**src/core/oscsec_pkg.sv**
```systemverilog
`default_nettype none

package oscsec_pkg;

    // Register byte addresses
    localparam logic [7:0] OSCSEC_ADDR_INTEN_CLR = 8'h00;
    localparam logic [7:0] OSCSEC_ADDR_INTEN_SET = 8'h04;
    localparam logic [7:0] OSCSEC_ADDR_INTERRUPT_FLAG_REGISTER = 8'h08;
    localparam logic [7:0] OSCSEC_ADDR_STATUS = 8'h0c;
    localparam logic [7:0] OSCSEC_ADDR_EXTOSC = 8'h10;
    localparam logic [7:0] OSCSEC_ADDR_SUPPLY = 8'h14;

    // Interrupt, flag and status bit positions
    localparam int OSCSEC_EV_EXTRDY = 0;
    localparam int OSCSEC_EV_BROWNOUT = 1;
    localparam int OSCSEC_EV_W = 2;

    // Ext oscillator control fields
    localparam int OSCSEC_XC_ENABLE = 1;
    localparam int OSCSEC_XC_CRYSTAL = 2;
    localparam int OSCSEC_XC_AUTOAMP = 5;
    localparam int OSCSEC_XC_STANDBY = 6;
    localparam int OSCSEC_XC_ONREQ = 7;
    localparam int OSCSEC_XC_GAIN_LSB = 8;
    localparam int OSCSEC_XC_GAIN_W = 3;
    localparam int OSCSEC_XC_START_LSB = 12;
    localparam int OSCSEC_XC_START_W = 4;
    localparam logic [31:0] OSCSEC_XC_MASK = 32'h0000_f7e6;
    // Disabled, external clock mode, run on request
    localparam logic [31:0] OSCSEC_XC_RESET = 32'h0000_0080;

    // Supply control: bit 0 lets the brown-out detector request a reset
    localparam int OSCSEC_SC_RSTEN = 0;
    localparam logic [31:0] OSCSEC_SC_RESET = 32'h0000_0001;

    localparam logic [OSCSEC_EV_W-1:0] OSCSEC_INTEN_RESET = 2'h0;

    // Start-up time step per field count, in pclk cycles
    localparam int OSCSEC_STARTUP_UNIT = 256;
    localparam int OSCSEC_CNT_W = 16;

endpackage

`default_nettype wire

```
**src/core/oscsec_ctrl.sv**
```systemverilog
// Added by the designer: the APB slave port and the register offsets.
`timescale 1ns/10ps
`default_nettype none

module oscsec_ctrl
    import oscsec_pkg::*;
#(
    parameter int STARTUP_UNIT = OSCSEC_STARTUP_UNIT
)
(
    input wire logic pclk,
    input wire logic presetn,
    input wire logic psel,
    input wire logic penable,
    input wire logic pwrite,
    input wire logic [7:0] paddr,
    input wire logic [31:0] pwdata,
    input wire logic [3:0] pstrb,
    output logic [31:0] prdata,
    output logic pready,
    output logic pslverr,
    input wire logic write_lock,
    input wire logic debug_halt,
    input wire logic debugger_access,
    input wire logic debugger_connected,
    input wire logic brownout_detect,
    output logic brownout_reset_req,
    input wire logic sleep_idle,
    input wire logic sleep_standby,
    input wire logic periph_req,
    output logic ext_osc_run,
    output logic ext_osc_clk_unmask,
    output logic ext_osc_crystal,
    output logic osc_input_pin_override,
    output logic osc_output_pin_override,
    output logic [OSCSEC_XC_GAIN_W-1:0] ext_osc_gain,
    output logic ext_osc_auto_amp,
    output logic ultra_low_power_osc_run,
    output logic irq,
    output logic wake_req
);

    logic [31:0] extosc_ctrl;
    logic [31:0] next_extosc_ctrl;
    logic [31:0] supply_ctrl;
    logic [31:0] next_supply_ctrl;
    logic [OSCSEC_EV_W-1:0] inten;
    logic [OSCSEC_EV_W-1:0] next_inten;
    logic [OSCSEC_EV_W-1:0] interrupt_flag_register;
    logic [OSCSEC_EV_W-1:0] next_interrupt_flag_register;
    logic ready_q;
    logic next_ready_q;
    logic bod_q;
    logic next_bod_q;
    logic [31:0] next_prdata;
    logic [31:0] next_ext_regs;

    logic ext_ready;
    logic ext_run;
    logic setup_ph;
    logic access_ph;
    logic wr_ok;
    logic locked;
    logic mapped;
    logic [31:0] wmask;
    logic [OSCSEC_EV_W-1:0] events;
    logic [OSCSEC_EV_W-1:0] status;

    function automatic logic is_mapped(input logic [7:0] a);
        is_mapped = (a == OSCSEC_ADDR_INTEN_CLR) || (a == OSCSEC_ADDR_INTEN_SET)
            || (a == OSCSEC_ADDR_INTERRUPT_FLAG_REGISTER) || (a == OSCSEC_ADDR_STATUS)
            || (a == OSCSEC_ADDR_EXTOSC) || (a == OSCSEC_ADDR_SUPPLY);
    endfunction

    // Byte enables widened to a bit mask
    function automatic logic [31:0] lane_mask(input logic [3:0] s);
        lane_mask = {{8{s[3]}}, {8{s[2]}}, {8{s[1]}}, {8{s[0]}}};
    endfunction

    oscsec_run_ctrl #(
        .UNIT(STARTUP_UNIT)
    ) u_ext_run (
        .pclk(pclk),
        .presetn(presetn),
        .enable(extosc_ctrl[OSCSEC_XC_ENABLE]),
        .on_request(extosc_ctrl[OSCSEC_XC_ONREQ]),
        .run_standby(extosc_ctrl[OSCSEC_XC_STANDBY]),
        .sleep_idle(sleep_idle),
        .sleep_standby(sleep_standby),
        .periph_req(periph_req),
        .startup(extosc_ctrl[OSCSEC_XC_START_LSB +: OSCSEC_XC_START_W]),
        .run(ext_run),
        .ready(ext_ready)
    );

    // Bus decode; the debug halt never stalls this logic, only unlocks it
    always_comb
    begin
        setup_ph = psel && !penable;
        access_ph = psel && penable;
        mapped = is_mapped(paddr);
        locked = write_lock && !debug_halt && !debugger_access;
        // The flag register is exempt so a pending interrupt can always be acked
        wr_ok = access_ph && pwrite && mapped
            && (!locked || paddr == OSCSEC_ADDR_INTERRUPT_FLAG_REGISTER);
        wmask = lane_mask(pstrb);
        pready = access_ph;
        pslverr = access_ph && (!mapped || (pwrite && !wr_ok));
    end

    // Events: ready rising edge and brown-out rising edge
    always_comb
    begin
        next_ready_q = ext_ready;
        next_bod_q = brownout_detect;
        events = '0;
        events[OSCSEC_EV_EXTRDY] = ext_ready && !ready_q;
        events[OSCSEC_EV_BROWNOUT] = brownout_detect && !bod_q;
        status = '0;
        status[OSCSEC_EV_EXTRDY] = ext_ready;
        status[OSCSEC_EV_BROWNOUT] = brownout_detect;
    end

    always_ff @(posedge pclk or negedge presetn)
    begin
        if (!presetn)
        begin
            ready_q <= 1'b0;
            bod_q <= 1'b0;
        end
        else
        begin
            ready_q <= next_ready_q;
            bod_q <= next_bod_q;
        end
    end

    // Control registers
    always_comb
    begin
        next_extosc_ctrl = extosc_ctrl;
        next_supply_ctrl = supply_ctrl;
        next_inten = inten;
        next_ext_regs = (extosc_ctrl & ~wmask) | (pwdata & wmask);
        if (wr_ok)
        begin
            unique case (paddr)
                OSCSEC_ADDR_EXTOSC:
                    next_extosc_ctrl = next_ext_regs & OSCSEC_XC_MASK;
                OSCSEC_ADDR_SUPPLY:
                    next_supply_ctrl[OSCSEC_SC_RSTEN] = pstrb[0]
                        ? pwdata[OSCSEC_SC_RSTEN] : supply_ctrl[OSCSEC_SC_RSTEN];
                OSCSEC_ADDR_INTEN_SET:
                    next_inten = inten | (pwdata[OSCSEC_EV_W-1:0] & wmask[OSCSEC_EV_W-1:0]);
                OSCSEC_ADDR_INTEN_CLR:
                    next_inten = inten & ~(pwdata[OSCSEC_EV_W-1:0] & wmask[OSCSEC_EV_W-1:0]);
                default:
                    next_inten = inten;
            endcase
        end
    end

    always_ff @(posedge pclk or negedge presetn)
    begin
        if (!presetn)
        begin
            extosc_ctrl <= OSCSEC_XC_RESET;
            supply_ctrl <= OSCSEC_SC_RESET;
            inten <= OSCSEC_INTEN_RESET;
        end
        else
        begin
            extosc_ctrl <= next_extosc_ctrl;
            supply_ctrl <= next_supply_ctrl;
            inten <= next_inten;
        end
    end

    // Flags: write one to clear; a same-cycle event wins over the clear
    always_comb
    begin
        next_interrupt_flag_register = interrupt_flag_register;
        if (wr_ok && paddr == OSCSEC_ADDR_INTERRUPT_FLAG_REGISTER)
            next_interrupt_flag_register = interrupt_flag_register & ~(pwdata[OSCSEC_EV_W-1:0] & wmask[OSCSEC_EV_W-1:0]);
        next_interrupt_flag_register = next_interrupt_flag_register | events;
    end

    always_ff @(posedge pclk or negedge presetn)
    begin
        if (!presetn)
            interrupt_flag_register <= '0;
        else
            interrupt_flag_register <= next_interrupt_flag_register;
    end

    // Read data captured in the setup cycle, presented in the access cycle
    always_comb
    begin
        next_prdata = prdata;
        if (setup_ph)
        begin
            next_prdata = '0;
            if (!pwrite)
            begin
                unique case (paddr)
                    OSCSEC_ADDR_INTEN_CLR:
                        next_prdata[OSCSEC_EV_W-1:0] = inten;
                    OSCSEC_ADDR_INTEN_SET:
                        next_prdata[OSCSEC_EV_W-1:0] = inten;
                    OSCSEC_ADDR_INTERRUPT_FLAG_REGISTER:
                        next_prdata[OSCSEC_EV_W-1:0] = interrupt_flag_register;
                    OSCSEC_ADDR_STATUS:
                        next_prdata[OSCSEC_EV_W-1:0] = status;
                    OSCSEC_ADDR_EXTOSC:
                        next_prdata = extosc_ctrl;
                    OSCSEC_ADDR_SUPPLY:
                        next_prdata = supply_ctrl;
                    default:
                        next_prdata = '0;
                endcase
            end
        end
    end

    always_ff @(posedge pclk or negedge presetn)
    begin
        if (!presetn)
            prdata <= '0;
        else
            prdata <= next_prdata;
    end

    // Oscillator and pin outputs
    always_comb
    begin
        ext_osc_run = ext_run;
        ext_osc_clk_unmask = ext_ready;
        ext_osc_crystal = extosc_ctrl[OSCSEC_XC_CRYSTAL];
        osc_input_pin_override = extosc_ctrl[OSCSEC_XC_ENABLE];
        osc_output_pin_override = extosc_ctrl[OSCSEC_XC_ENABLE]
            && extosc_ctrl[OSCSEC_XC_CRYSTAL];
        ext_osc_auto_amp = extosc_ctrl[OSCSEC_XC_ENABLE]
            && extosc_ctrl[OSCSEC_XC_CRYSTAL] && extosc_ctrl[OSCSEC_XC_AUTOAMP];
        // Fixed gain only drives the amplifier while automatic control is off
        ext_osc_gain = ext_osc_auto_amp ? '0
            : extosc_ctrl[OSCSEC_XC_GAIN_LSB +: OSCSEC_XC_GAIN_W];
        ultra_low_power_osc_run = 1'b1;
        irq = |(interrupt_flag_register & inten);
        // Only the brown-out source may wake the part from standby
        wake_req = sleep_standby && interrupt_flag_register[OSCSEC_EV_BROWNOUT]
            && inten[OSCSEC_EV_BROWNOUT];
        brownout_reset_req = brownout_detect && supply_ctrl[OSCSEC_SC_RSTEN]
            && !debugger_connected;
    end

endmodule
`default_nettype wire

```
**src/core/oscsec_run_ctrl.sv**
```systemverilog
`timescale 1ns/10ps
`default_nettype none

module oscsec_run_ctrl
    import oscsec_pkg::*;
#(
    parameter int UNIT = OSCSEC_STARTUP_UNIT
)
(
    input wire logic pclk,
    input wire logic presetn,
    input wire logic enable,
    input wire logic on_request,
    input wire logic run_standby,
    input wire logic sleep_idle,
    input wire logic sleep_standby,
    input wire logic periph_req,
    input wire logic [OSCSEC_XC_START_W-1:0] startup,
    output logic run,
    output logic ready
);

    logic [OSCSEC_CNT_W-1:0] cnt;
    logic [OSCSEC_CNT_W-1:0] next_cnt;
    logic next_ready;
    logic [OSCSEC_CNT_W-1:0] target;

    always_comb
    begin
        if (!enable)
            run = 1'b0;
        else if (sleep_standby)
            run = run_standby && (!on_request || periph_req);
        else if (sleep_idle)
            run = !on_request || periph_req;
        else
            run = 1'b1;
    end

    // Start-up time grows with the field so long crystals can settle
    always_comb
    begin
        target = OSCSEC_CNT_W'((int'(startup) + 1) * UNIT);
        next_cnt = cnt;
        next_ready = ready;
        if (!run)
        begin
            next_cnt = '0;
            next_ready = 1'b0;
        end
        else if (!ready)
        begin
            if (cnt + OSCSEC_CNT_W'(1) >= target)
                next_ready = 1'b1;
            else
                next_cnt = cnt + OSCSEC_CNT_W'(1);
        end
    end

    always_ff @(posedge pclk or negedge presetn)
    begin
        if (!presetn)
        begin
            cnt <= '0;
            ready <= 1'b0;
        end
        else
        begin
            cnt <= next_cnt;
            ready <= next_ready;
        end
    end

endmodule
`default_nettype wire

```
**config.mk**
```make
export PLATFORM = sky130hd
export DESIGN_NAME = oscsec_ctrl
export DESIGN_NICKNAME = d
export VERILOG_FILES = /design/src/core/oscsec_pkg.sv /design/src/core/oscsec_ctrl.sv /design/src/core/oscsec_run_ctrl.sv
export SDC_FILE = /design/constraint.sdc
export NUM_CORES = 1
export LEC_CHECK = 0
export BUFFER_PORTS_ARGS = -buffer_cell sky130_fd_sc_hd__clkbuf_2
export CAP_MARGIN = 20
export CORE_MARGIN = 5
export CORE_UTILIZATION = 45
export DETAILED_ROUTE_END_ITERATION = 10
export HOLD_SLACK_MARGIN = 0.08
export PLACE_DENSITY_LB_ADDON = 0.15
export SKIP_CTS_REPAIR_TIMING = 1
export SLEW_MARGIN = 20
export SYNTH_ARGS = -nofsm -noshare
export SYNTH_HDL_FRONTEND = slang
export SYNTH_HIERARCHICAL = 1
export SYNTH_SLANG_ARGS = --single-unit
```
**constraint.sdc**
```tcl
create_clock -name pclk -period 3.53 [get_ports pclk]
set_clock_uncertainty 0.05 [all_clocks]
set_input_delay 0.706 -clock pclk [delete_from_list [all_inputs] [get_ports pclk]]
set_output_delay 0.706 -clock pclk [all_outputs]
set_load 0.01 [all_outputs]
```
== After elaboration in Yosys (flattened, before gate mapping) ==
Cells that the tools add are included.
Cells by class
  magnitude comparators: 1
  $add $sub $neg: 2
  muxes and demuxes: 15
  bitwise gates (word level): 11
  equality and inequality tests: 7
  reductions and logical operators: 45
Operators by type and width (count)
  16-bit two-way mux: 4
  16-bit AND: 2
  1-bit logical AND: 19
  16-bit by 1-bit adder with 16-bit output (second input constant): 1
  8-bit by 4-bit == test with 1-bit output (second input constant): 2
  8-bit by 5-bit == test with 1-bit output (second input constant): 2
  16-bit greater-or-equal comparator: 1
  16-bit NOT: 1
  16-bit bitwise OR: 1
  14-bit two-way mux: 1
  1-bit zero test: 10
  2-bit one-hot mux with 5 select lines: 1
  2-bit AND: 4
  8-bit by 3-bit == test with 1-bit output (second input constant): 1
  8-bit zero test: 1
  1-bit logical OR: 8
  1-bit two-way mux: 6
  2-bit AND reduction: 3
  4-bit by 1-bit adder with 5-bit output (second input constant): 1
  2-bit inequality test (second input constant): 2
  2-bit bitwise OR: 2
  2-bit one-hot mux with 2 select lines: 1
  2-bit OR reduction: 2
  3-bit two-way mux: 1
  other kinds (4): 4
Storage, ports and cells
  register bits: 68
  output and inout port bits: 47
  input port bits: 57
  logic and storage cells: 90

== Logic depth before layout (Yosys ltp) ==
Gate-level depths: netlist of run 1.
  depth after elaboration: 12
  gate-level depth with buffers: 15
  depth with buffers taken out: 13

== Cells and area by module ==
The synthesis of run 1 kept the hierarchy.
By module, submodules not included
  oscsec_ctrl: instances 1, area an instance 1615.3 um^2, cells an instance 143, seq. area each 803.3 um^2
  oscsec_run_ctrl: instances 1, area an instance 1278.7 um^2, cells an instance 140, seq. area each 425.4 um^2

== Least setup slack after synthesis of run 1 ==
No wires, ideal clock.
  path type: reg2reg
  from: register u_ext_run.cnt[3]
  to: register u_ext_run.cnt[7]
  buffers on the path: 1
  cell stages (with the launch flop): 12
  library setup time: 78 ps
  slack: 204 ps
  period minus slack after synthesis: 3326 ps
  arrival: 3198 ps
  required time: 3402 ps
  path through: dfrtp_1 -> nand4_4 -> or2_1 -> or3_4 -> xnor2_1 -> ha_1 -> a21o_1 -> a2111oi_0 -> nand3_1 -> buf_4 -> or4_1 -> a21oi_1
Between the ends
  word-level cells in the longest chain between the ends: 4
  elaborated cells on any way between the ends: 7
Ends and longest elaborated chain
  start, declared: RTL line oscsec_run_ctrl.sv:23  | logic [OSCSEC_CNT_W-1:0] cnt;
  start signal, assigned: RTL line oscsec_run_ctrl.sv:69  | cnt <= next_cnt;
  16-bit by 1-bit adder with 16-bit output *: RTL line oscsec_run_ctrl.sv:53, oscsec_run_ctrl.sv:56
  16-bit greater-or-equal comparator or 16-bit two-way mux (tied branches): RTL line oscsec_run_ctrl.sv:53  | if (cnt + OSCSEC_CNT_W'(1) >= target)
  2-bit inequality test (no line) or 16-bit two-way mux (tied branches)
  2-bit AND reduction (no line) or 16-bit two-way mux (tied branches)
Mark *: on every way between the ends. The rest lies on a longest branch, timed or not. The select of a mux whose other input is x is not followed.
A chain may end at the register's enable or synchronous reset.

== Final worst setup path of run 1 ==
  from: register u_ext_run.cnt[5]
  to: register u_ext_run.cnt[5]
The elaborated chain is that of the path after synthesis.

==> results of run 1 <==
## layer usage
metal / up-vias / wire [um]
met1: 1096 / 2870
met3: 4 / 360
met5: - / 0
met2: 62 / 3060
li1: 1144 / -
met4: 0 / 34
## worst max path at each step
stage                startpoint          endpoint  slack [ps]  depth (start not counted)
2_1_floorplan  u_ext_run/cnt[3]  u_ext_run/cnt[7]         200                         11
3_3_place_gp   u_ext_run/cnt[0]  u_ext_run/cnt[6]         160                         11
3_5_place_dp   u_ext_run/cnt[5]  u_ext_run/cnt[6]         100                         11
4_1_cts        u_ext_run/cnt[5]  u_ext_run/cnt[6]          80                         11
5_1_grt        u_ext_run/cnt[1]  u_ext_run/cnt[6]          20                         11
6_report       u_ext_run/cnt[5]  u_ext_run/cnt[5]         230                         11
## metrics by stage
stage | setup slack [ps] | instance area, sq um | instances | utilization [%] | hold WS [ps]
after floorplan | 204 | 2960 | 301 | - | 360
after global placement | 159 | 3240 | 419 | 51.2 | 432
after detailed placement | 101 | 3240 | 419 | 51.2 | 436
after CTS | 81.1 | 3320 | 427 | 52.6 | 268
after global routing | 23.1 | 3330 | 427 | 52.8 | 269
final | 229 | 3330 | 427 | 52.8 | 258
## area by class of cell
cell class	instances	area share (%)
multi-input combinational	207	44.4
sequential	49	37.0
timing repair buffer	72	11.7
tap	77	2.89
clock buffer	7	2.29
inverter	14	1.58
clock inverter	1	0.225
## cells in the mapped netlist, types with 3 or more instances
cell      count  area [sq um]
a21oi_1      16          80.1
a22o_1       14           123
and2_1        7          43.8
and3_1        4          25.0
buf_2         3          15.0
buf_4        21           158
clkbuf_1      5          18.8
dfrtp_1      47          1180
ha_1          8           100
inv_1        13          48.8
mux2_1        5          56.3
mux2_2       10           113
nand2_1      14          52.6
nand2b_1      3          18.8
nand3_1      15          75.1
nor2_1       11          41.3
nor4_1        5          31.3
nor4b_1       3          26.3
o21ai_0       3          15.0
o31ai_1       9          67.6
o41ai_1       3          26.3
or3_1         4          25.0
or4_1        10          75.1
xnor2_1       7          61.3
## power groups by stage
stage / clock (mW) / sequential, mW / combinational [mW]
after floorplan: 0 / 0.575 / 0.0467
after global placement: 0 / 0.575 / 0.0710
after detailed placement: 0 / 0.575 / 0.0713
after CTS: 0.331 / 0.564 / 0.0716
after global routing: 0.355 / 0.565 / 0.0797
final: 0.317 / 0.564 / 0.0710
## cell families (layout without fill, tap and decap cells)
family / count (synthesis) / after routing / synth area share [%]
adder cells (fa/ha/maj): 8 / 8 / 3.46
AO/OA/AOI/OAI: 59 / 59 / 14.8
multiplexers: 17 / 17 / 6.53
other: 2 / 20 / 0.260
flip-flops: 49 / 49 / 42.5
buffers and inverters: 45 / 94 / 9.21
AND/OR/NAND/NOR: 94 / 94 / 20.5
XOR/XNOR: 9 / 9 / 2.72
## worst register-to-register path, delay by kind of cell, from the launching register on
kind	cells	cell delay, ps
xor+xnor	1	140
buf+inv	1	180
simple gates	5	1450
flops	1	420
fa+ha+maj	1	310
compound gates	3	690
## cells in the final DEF (no fill, tap or decap), types with 3 or more instances in the layout
cell | netlist | routed
clkbuf_2 | 0 | 62
dfrtp_1 | 47 | 43
conb_1 | 2 | 20
a21oi_1 | 16 | 16
nand3_1 | 15 | 15
nand2_1 | 14 | 14
a22o_1 | 14 | 14
inv_1 | 13 | 13
nor2_1 | 11 | 11
or4_1 | 10 | 10
mux2_2 | 10 | 10
buf_4 | 21 | 9
o31ai_1 | 9 | 9
ha_1 | 8 | 8
and2_1 | 7 | 7
xnor2_1 | 7 | 7
nor4_1 | 5 | 5
mux2_1 | 5 | 5
clkbuf_8 | 0 | 5
and3_1 | 4 | 4
or3_1 | 4 | 4
dfrtp_2 | 0 | 4
nand2b_1 | 3 | 3
o21ai_0 | 3 | 3
o41ai_1 | 3 | 3
==> impl_results.md, run 1 <==
- Status: completed
- Cts bufs inserted: 5
- Share of layout cells above drive strength 1: around 30%
- Post-Syn Instances: roughly 280
- Routed vias: approximately 2.3k
- Vias in the first global route: roughly 2.2k
- Row cnt: 29
- First-pass GRT wire length: 10.6 mm
- Synth Warn #: 6
- Seq/Total Area, Yosys: a little over two fifths
- Max-slew violations: 0
- Worst EP required: about 3700 ps
- Syn Area/Cell: 10.2 sq um
- Tcrit/Tclk final: roughly 94%
- Area taken by multi-input logic gates: 0.00148 sq mm
- Worst path bufs/invs: 1
- Min Tclk post-route: approximately 3300 ps
- Clock latency at the later pin of the worst-skew pair: slightly below 300 ps
- Number of port buffers: 62
- DRC viols: 0
- Async S/R FF share, synth: 100%
- CTS clk-pin slew, worst paths: 90 ps
- R2r endpoint: u_ext_run/cnt[5]
- Antenna violations before repair: 0
- Min-delay worst type: primary input to async pin
- NumNets Final: ~410
- Number of synthesized register bits: 49
- Largest net degree at the start of global routing: 37
- CP peak stage delay: around 510 ps
- Clock Tree Buf Depth: 2
- Final wirelength: around 6.3 mm
- Flop pwr share: 59.3%
- Max cap viols: 0
- First-pass detailed-route iteration total: 4
- Worst slew pin tran: roughly 580 ps
- Setup crit start kind: flip-flop
- GR peak layer: met2
- Worst EP arrival: approximately 3500 ps
- Die ar.: around 0.0081 sq mm
- Combinational Power Share: under 10%
- Tot GR Track Use: between 15 and 20%
- Leakage: about 1.6 nW
- CTS tree: yes
- Detail Route Antenna Nets: 0
- Clock power frac: ~33%
- Hold Violations, Final: 0
- H-Tree Depth: 2
- Setup_tns: 0 ps
- Pwr/cell area: ~290 mW/mm^2
- Cells along the critical path: nand4_4, or2_1, or3_4, xnor2_1, ha_1, a21o_1, a2111oi_2, nand3_1, buf_6, or4b_1, a21oi_1
- # IOs: 104
- Fmax: roughly 300 MHz
- Routing usage on met3: 3.92%
- Peak VDD IR: 217 uV
- RSZ-0062 raised after global routing: false
- N_diodes: 0
- Crit path max-delay cell type: or4b_1
- Crit path max-delay family: simple AND/OR/NAND/NOR gates
- CTS root buf: clkbuf_8
- Starting density of the core: ~46%
- Initial DRC count: 75
- Kind of critical path: flip-flop to flip-flop
- Worst setup EP type: flip-flop
- Grt met1 use: 20.5%
- Grt ovf: 0
- Vias per Instance: 5.40
- Post-synth EDFFs: 0
- DP HPWL: between 4 and 5 mm
- Die Wd: 90.2 um
- Setup violators final: 0
- R2R Setup Slk: ~230 ps
- Synth Cell Area: around 0.0029 sq mm
- Met2 GRT Util: about 26%
- Worst reg2reg path depth: 11
- Final GP Congestion: between 0.8 and 0.9
- Rel. slew slack: 61.5%
- Register area: between 0.001 and 0.0015 sq mm
- Layout Area Growth over Synthesis: 15.2%
- Sw Share: between 20% and 30%
- Drt wl/cell: about 15 um
- Main synth FF type: dfrtp_1
- Total Power: 952 uW
- Filler Cells Inserted: 620
- Sink Count: 49
- Internal: a little over 700 uW
- Yosys cell types: 54
- DIE HEIGHT: roughly 90 um
- Core Area: 0.00631 sq mm
- Sw Pwr: around 220 uW
- RR Startpoint: u_ext_run/cnt[5]
- Worst-path fanout max: 25
(Power assumes the default switching activity.)
==> run 2, diff against run 1 <==
--- a/config.mk
+++ b/config.mk
@@ -14,5 +14,4 @@
 export PLACE_DENSITY_LB_ADDON = 0.15
 export SKIP_CTS_REPAIR_TIMING = 1
-export SLEW_MARGIN = 20
 export SYNTH_ARGS = -nofsm -noshare
 export SYNTH_HDL_FRONTEND = slang
==> constraint.sdc (replaced) <==
create_clock -name pclk -period 3.53 [get_ports pclk]
set_clock_uncertainty 0.05 [all_clocks]
set_input_delay 0.353 -clock pclk [delete_from_list [all_inputs] [get_ports pclk]]
set_output_delay 0.353 -clock pclk [all_outputs]
set_load 0.01 [all_outputs]
==> run 2 against run 1 <==
Core utilization up 0.28 points. Sequential power about the same. Clock power rose by 30%. Die area did not move. Maximum frequency is 1.3% lower. Final cell count shrank 0.23%. Routed wire length increased by 0.57%. Critical path type unchanged. Largest power group unchanged.
==> impl_results.md, run 2 (synthesized netlist as in run 1, its figures left out) <==
- Leakage: 1.59 nW (+0.65%)
- # IOs: 104 (unchanged)
- Setup crit start kind: flip-flop
- Sink Count: 49 (unchanged)
- First-pass detailed-route iteration total: 4 (unchanged)
- Max-slew violations: 0 (unchanged)
- Max cap viols: 0 (unchanged)
- Post-place instance area: 0.00322 sq mm (-0.46%)
- Total Power: 1.05 mW (+9.8%)
- Tot GR Track Use: 15.5% (+0.10 points)
- Setup violators final: 0 (unchanged)
- DIE HEIGHT: 90.2 um (unchanged)
- Fmax: 299 MHz (-1.3%)
- Antenna violations before repair: 0 (unchanged)
- Commonest non-fill, non-tap cell in the layout: clkbuf_2
- Core Area: 0.00631 sq mm (unchanged)
- CTS clk-pin slew, worst paths: 90 ps (about the same)
- Min Tclk post-route: 3340 ps (+43.2 ps)
- Status: completed
- Tcrit/Tclk final: 94.7% (+1.2 points)
- Number of port buffers: 62 (unchanged)
- Worst setup EP type: flip-flop
- Routed vias: 2307 (+0.043%)
- DP HPWL: 4.86 mm (about the same)
- Worst slew pin tran: 843 ps (+266 ps)
- Final wirelength: 6.36 mm (+0.57%)
- Min-delay worst type: primary input to async pin
- Clock Tree Buf Depth: 2 (unchanged)
- DRC viols: 0 (unchanged)
- Die Wd: 90.2 um (unchanged)
- Vias per Instance: 5.42 (+0.28%)
- Detail Route Antenna Nets: 0 (unchanged)
- Starting density of the core: 45.8% (unchanged)
- Row cnt: 29 (unchanged)
- Worst EP required: 3700 ps (about the same)
- Hold Violations, Final: 0 (unchanged)
- N_diodes: 0 (unchanged)
- Largest net degree at the start of global routing: 35 (-5.4%)
- Vias in the first global route: 2263 (+2.7%)
- Drt wl/cell: 14.9 um (+0.81%)
- Grt ovf: 0 (unchanged)
- Worst reg2reg path depth: 11 (unchanged)
- Setup_tns: 0 ps (unchanged)
- Pwr/cell area: 312 mW/mm^2 (+9.3%)
- Cts bufs inserted: 5 (unchanged)
- Worst EP arrival: 3520 ps (+50 ps)
- CTS root buf: clkbuf_8
- Initial DRC count: 52 (-31%)
- Die ar.: 0.00814 sq mm (unchanged)
- Rel. slew slack: 43.8% (-18 points)
- CTS tree: yes
- H-Tree Depth: 2 (unchanged)
- First-pass GRT wire length: 10.7 mm (+1.0%)
- Kind of critical path: flip-flop to flip-flop
- Peak VDD IR: 213 uV (-1.6%)
- Layout Area Growth over Synthesis: 15.8%
- Fin area: 0.00335 sq mm (+0.53%)
- RSZ-0062 raised after global routing: false
- NumNets Final: 413 (-0.24%)
- Final GP Congestion: 0.814 (-1.5%)
- Most frequent cells in the layout: 62 x clkbuf_2, 42 x dfrtp_1, 20 x conb_1, 16 x a21oi_1, 15 x nand3_1
- Fin util: 53.1% (+0.28 points)
- Share of layout cells above drive strength 1: 30.1% (+0.086 points)
- Clock latency at the later pin of the worst-skew pair: 300 ps (about the same)
- Worst-path fanout max: 25 (unchanged)
==> run 2: critical path: stages, from the launching register on <==
cell and delay, ps:
dfrtp_2 420, nand3_2 90, or2_1 290, or3_4 400, xnor2_1 140, ha_1 310, a21o_1 180, a2111oi_1 370
nand3_1 110, buf_4 230, or4_1 510, a21oi_1 160
==> run 2: path summary, 6_finish.rpt <==
check,start,to,slack (ps)
setup / recovery,u_ext_run/cnt[0],u_ext_run/cnt[4],190
hold / removal,presetn,prdata[13],90
setup reg to reg,u_ext_run/cnt[0],u_ext_run/cnt[4],190
hold reg to reg,prdata[10],prdata[10],460
max in group asynchronous,presetn,supply_ctrl[0],2530
min in group pclk,brownout_detect,bod_q,170
==> run 2: final cells by class <==
class	count	area, sq um
fill	619	2960
multi-input combinational	207	1470
sequential	49	1230
timing repair buffer	71	378
tap	77	96.3
clock buffer	7	86.3
inverter	14	52.6
clock inverter	1	30.0
==> run 2: stage by stage <==
step | setup slack (ps) | std cells | hold WS (ps)
final | 185 | 426 | 94.6
after global routing | 7.85 | 426 | 154
after CTS | 81.2 | 425 | 126
after detailed placement | 100 | 417 | 442
after global placement | 140 | 417 | 436
after floorplan | 204 | 301 | 7.41
==> run 2: power by group <==
| part | leakage [nW] | total (mW) | switching [mW] | internal [mW] |
|---|---|---|---|---|
| Combinational | 0.865 | 0.0696 | 0.0462 | 0.0234 |
| Sequential | 0.661 | 0.564 | 0.00137 | 0.563 |
| Clock | 0.0585 | 0.411 | 0.180 | 0.231 |
==> run 2: per-layer routing <==
layer / wire length, um / up-vias / track usage, % / part of all wire [%]
li1: - / 1131 / - / -
met1: 2860 / 1129 / 20.3 / 45
met2: 3130 / 43 / 25.9 / 49
met3: 323 / 4 / 3.84 / 5.1
met4: 41 / 0 / 3.72 / 0.64
met5: 0 / - / 0 / 0
==> run 3, diff against run 2 <==
PLACE_DENSITY = 0.8   (was default)
PLACE_DENSITY_LB_ADDON = default   (was 0.15)
SETUP_SLACK_MARGIN = 0.4   (was default)
SYNTH_HIERARCHICAL = default   (was 1)
==> run 3 against run 2 <==
Design area increased by 0.30%. Highest routed layer unchanged. Die area decreased by 2.0%. Sequential cell count unchanged.
==> impl_results.md, run 3 <==
- CTS clk-pin slew, worst paths: 90 ps (about the same)
- H-Tree Depth: 2 (unchanged)
- Final GP Congestion: 0.870 (+6.8%)
- # IOs: 104 (unchanged)
- Setup crit start kind: flip-flop
- Worst EP arrival: 3210 ps (-310 ps)
- Tot GR Track Use: 15.8% (+0.29 points)
- Worst reg2reg path depth: 12 (+1)
- CTS root buf: clkbuf_8
- Post-place instance area: 0.00317 sq mm (-1.6%)
- Area leader, netlist: dfrtp_1
- DRC viols: 0 (unchanged)
- Main synth FF type: dfrtp_1
- Die ar.: 0.00798 sq mm (-2.0%)
- Setup violators final: 0 (unchanged)
- Clock latency at the later pin of the worst-skew pair: 300 ps (about the same)
- Die Wd: 89.3 um (-0.99%)
- Worst-path fanout max: 17 (-32%)
- Layout Area Growth over Synthesis: 18.8%
- Top post-synthesis cells by count: 47 x dfrtp_1, 20 x buf_4, 18 x nand2_1, 18 x nand3_1
- Post-synth EDFFs: 0 (unchanged)
- Filler Cells Inserted: 554 (-11%)
- N_diodes: 0 (unchanged)
- Drt wl/cell: 15.2 um (+1.9%)
- NumNets Final: 425 (+2.9%)
- CTS tree: yes
- R2R Setup Slk: 510 ps (+320 ps)
- Grt ovf: 0 (unchanged)
- Core Area: 0.00603 sq mm (-4.6%)
- Initial DRC count: 102 (+96%)
- Seq/Total Area, Yosys: 43.4% (+0.96 points)
- Max-slew violations: 0 (unchanged)
- Number of synthesized register bits: 49 (unchanged)
- First-pass GRT wire length: 9.84 mm (-8.1%)
- Row cnt: 28 (-3.4%)
- Commonest non-fill, non-tap cell in the layout: clkbuf_2
- Async S/R FF share, synth: 100% (unchanged)
- Vias per Instance: 5.48 (+1.2%)
- Worst EP required: 3710 ps (about the same)
- Kind of critical path: flip-flop to flip-flop
- Vias in the first global route: 2188 (-3.3%)
- Tcrit/Tclk final: 85.6% (-9.1 points)
- Leakage: 1.65 nW (+4.4%)
- Setup_tns: 0 ps (unchanged)
- Synth top area cells: dfrtp_1 42%, mux2_2 5.6%, buf_4 5.3%
- Syn Area/Cell: 9.73 sq um (-4.9%)
- Worst slew pin tran: 780 ps (-63.2 ps)
- Fin area: 0.00336 sq mm (+0.30%)
- Largest net degree at the start of global routing: 32 (-8.6%)
- Worst setup EP type: flip-flop
- Synth Cell Area: 0.00283 sq mm (-2.2%)
- Sink Count: 49 (unchanged)
- Max cap viols: 0 (unchanged)
- Detail Route Antenna Nets: 0 (unchanged)
- Synth Warn #: 0 (-6)
- Yosys cell types: 45 (-17%)
- Clock Tree Buf Depth: 2 (unchanged)
- Area share of the largest cell type after synthesis: 41.6% (+0.92 points)
- Share of layout cells above drive strength 1: 32.4% (+2.3 points)
- Cts bufs inserted: 5 (unchanged)
- Min Tclk post-route: 3020 ps (-323 ps)
- RSZ-0062 raised after global routing: false
- Status: completed
- Antenna violations before repair: 0 (unchanged)
- Routed vias: 2389 (+3.6%)
- Min-delay worst type: primary input to async pin
- Hold Violations, Final: 0 (unchanged)
- Most frequent cells in the layout: 62 x clkbuf_2, 40 x dfrtp_1, 20 x conb_1, 18 x nand2_1, 17 x nand3_1
- DP HPWL: 4.89 mm (+0.57%)
- Fmax: 331 MHz (+11%)
- Starting density of the core: 47.0% (+1.1 points)
- Most common cell in the synthesized netlist: dfrtp_1
- Number of port buffers: 62 (unchanged)
- Pwr/cell area: 307 mW/mm^2 (-1.7%)
- Rel. slew slack: 48.0% (+4.2 points)
- Peak VDD IR: 173 uV (-19%)
- Final wirelength: 6.63 mm (+4.2%)
- Post-Syn Instances: 291 (+2.8%)
- First-pass detailed-route iteration total: 4 (unchanged)
- DIE HEIGHT: 89.3 um (-0.99%)
-- run 3: cell count changes in the layout (fill, tap and decap cells not counted), moves of 4 or more --
| cell | change |
|---|---|
| buf_4 | +6 |
| mux2_1 | -5 |
| mux2_2 | +4 |
| nand2_1 | +4 |
| nand4b_1 | +4 |
| o21ai_0 | +4 |
-- run 3: worst paths after layout --
kind,start,to
setup / recovery,u_ext_run.cnt[3],u_ext_run.cnt[6]
hold / removal,presetn,prdata[8]
setup reg to reg,u_ext_run.cnt[3],u_ext_run.cnt[6]
hold reg to reg,bod_q,interrupt_flag_register[1]
max in group asynchronous,presetn,supply_ctrl[0]
min in group pclk,brownout_detect,bod_q
-- run 3: routing by layer --
layer,up-vias,GRT usage [%],routed length (um)
met5,-,0,0
met4,0,4.87,68
met3,7,3.69,581
met2,82,27.9,3340
met1,1145,19.1,2640
li1,1155,-,-
-- run 3: logic make-up (layout without fill, tap and decap cells) --
kind of cell,Yosys count,in the layout,synth area share [%]
AO/OA/AOI/OAI,60,60,14.5
XOR/XNOR,10,10,3.09
adder cells (fa/ha/maj),8,8,3.54
buffers and inverters,45,97,8.93
flip-flops,49,49,43.4
multiplexers,17,17,6.63
other,2,20,0.265
AND/OR/NAND/NOR,100,100,19.6
-- run 3: where the power goes --
part,leakage [nW],switching [mW],internal [mW]
Sequential,0.653,0.000346,0.562
Combinational,0.947,0.0417,0.0211
Clock,0.0543,0.194,0.212
Total,1.65,0.236,0.795
-- run 3: worst max-delay path, stage by stage (launching register included) --
cell	delay [ps]
dfrtp_2	460
nand4_4	180
nor2_2	190
nand3_1	140
nor2_1	140
xor2_1	180
ha_1	270
a21o_1	200
a2bb2oi_2	160
nand3_1	90
buf_4	210
or4_1	540
a21oi_2	150
-- run 3: per-stage QoR --
step / hold slack [ps] / utilization [%] / std cells / setup WS [ps] / power [mW]
after floorplan: 7.41 / - / 309 / 476 / 0.614
after global placement: 353 / 52.6 / 423 / 443 / 0.635
after detailed placement: 368 / 52.6 / 423 / 410 / 0.636
after CTS: 85.7 / 54.5 / 431 / 365 / 1.04
after global routing: 117 / 55.8 / 436 / 384 / 1.08
final: 60.7 / 55.8 / 436 / 508 / 1.03
-- run 3: final cells by class --
cell class | instances | area (sq um) | area share [%]
clock buffers | 5 | 68.8 | 2.05
clock inverters | 3 | 46.3 | 1.38
inverters | 12 | 45.0 | 1.34
multi-input cells | 215 | 1450 | 43.1
flip-flops and latches | 49 | 1240 | 36.8
well taps | 75 | 93.8 | 2.79
repair buffers | 77 | 423 | 12.6
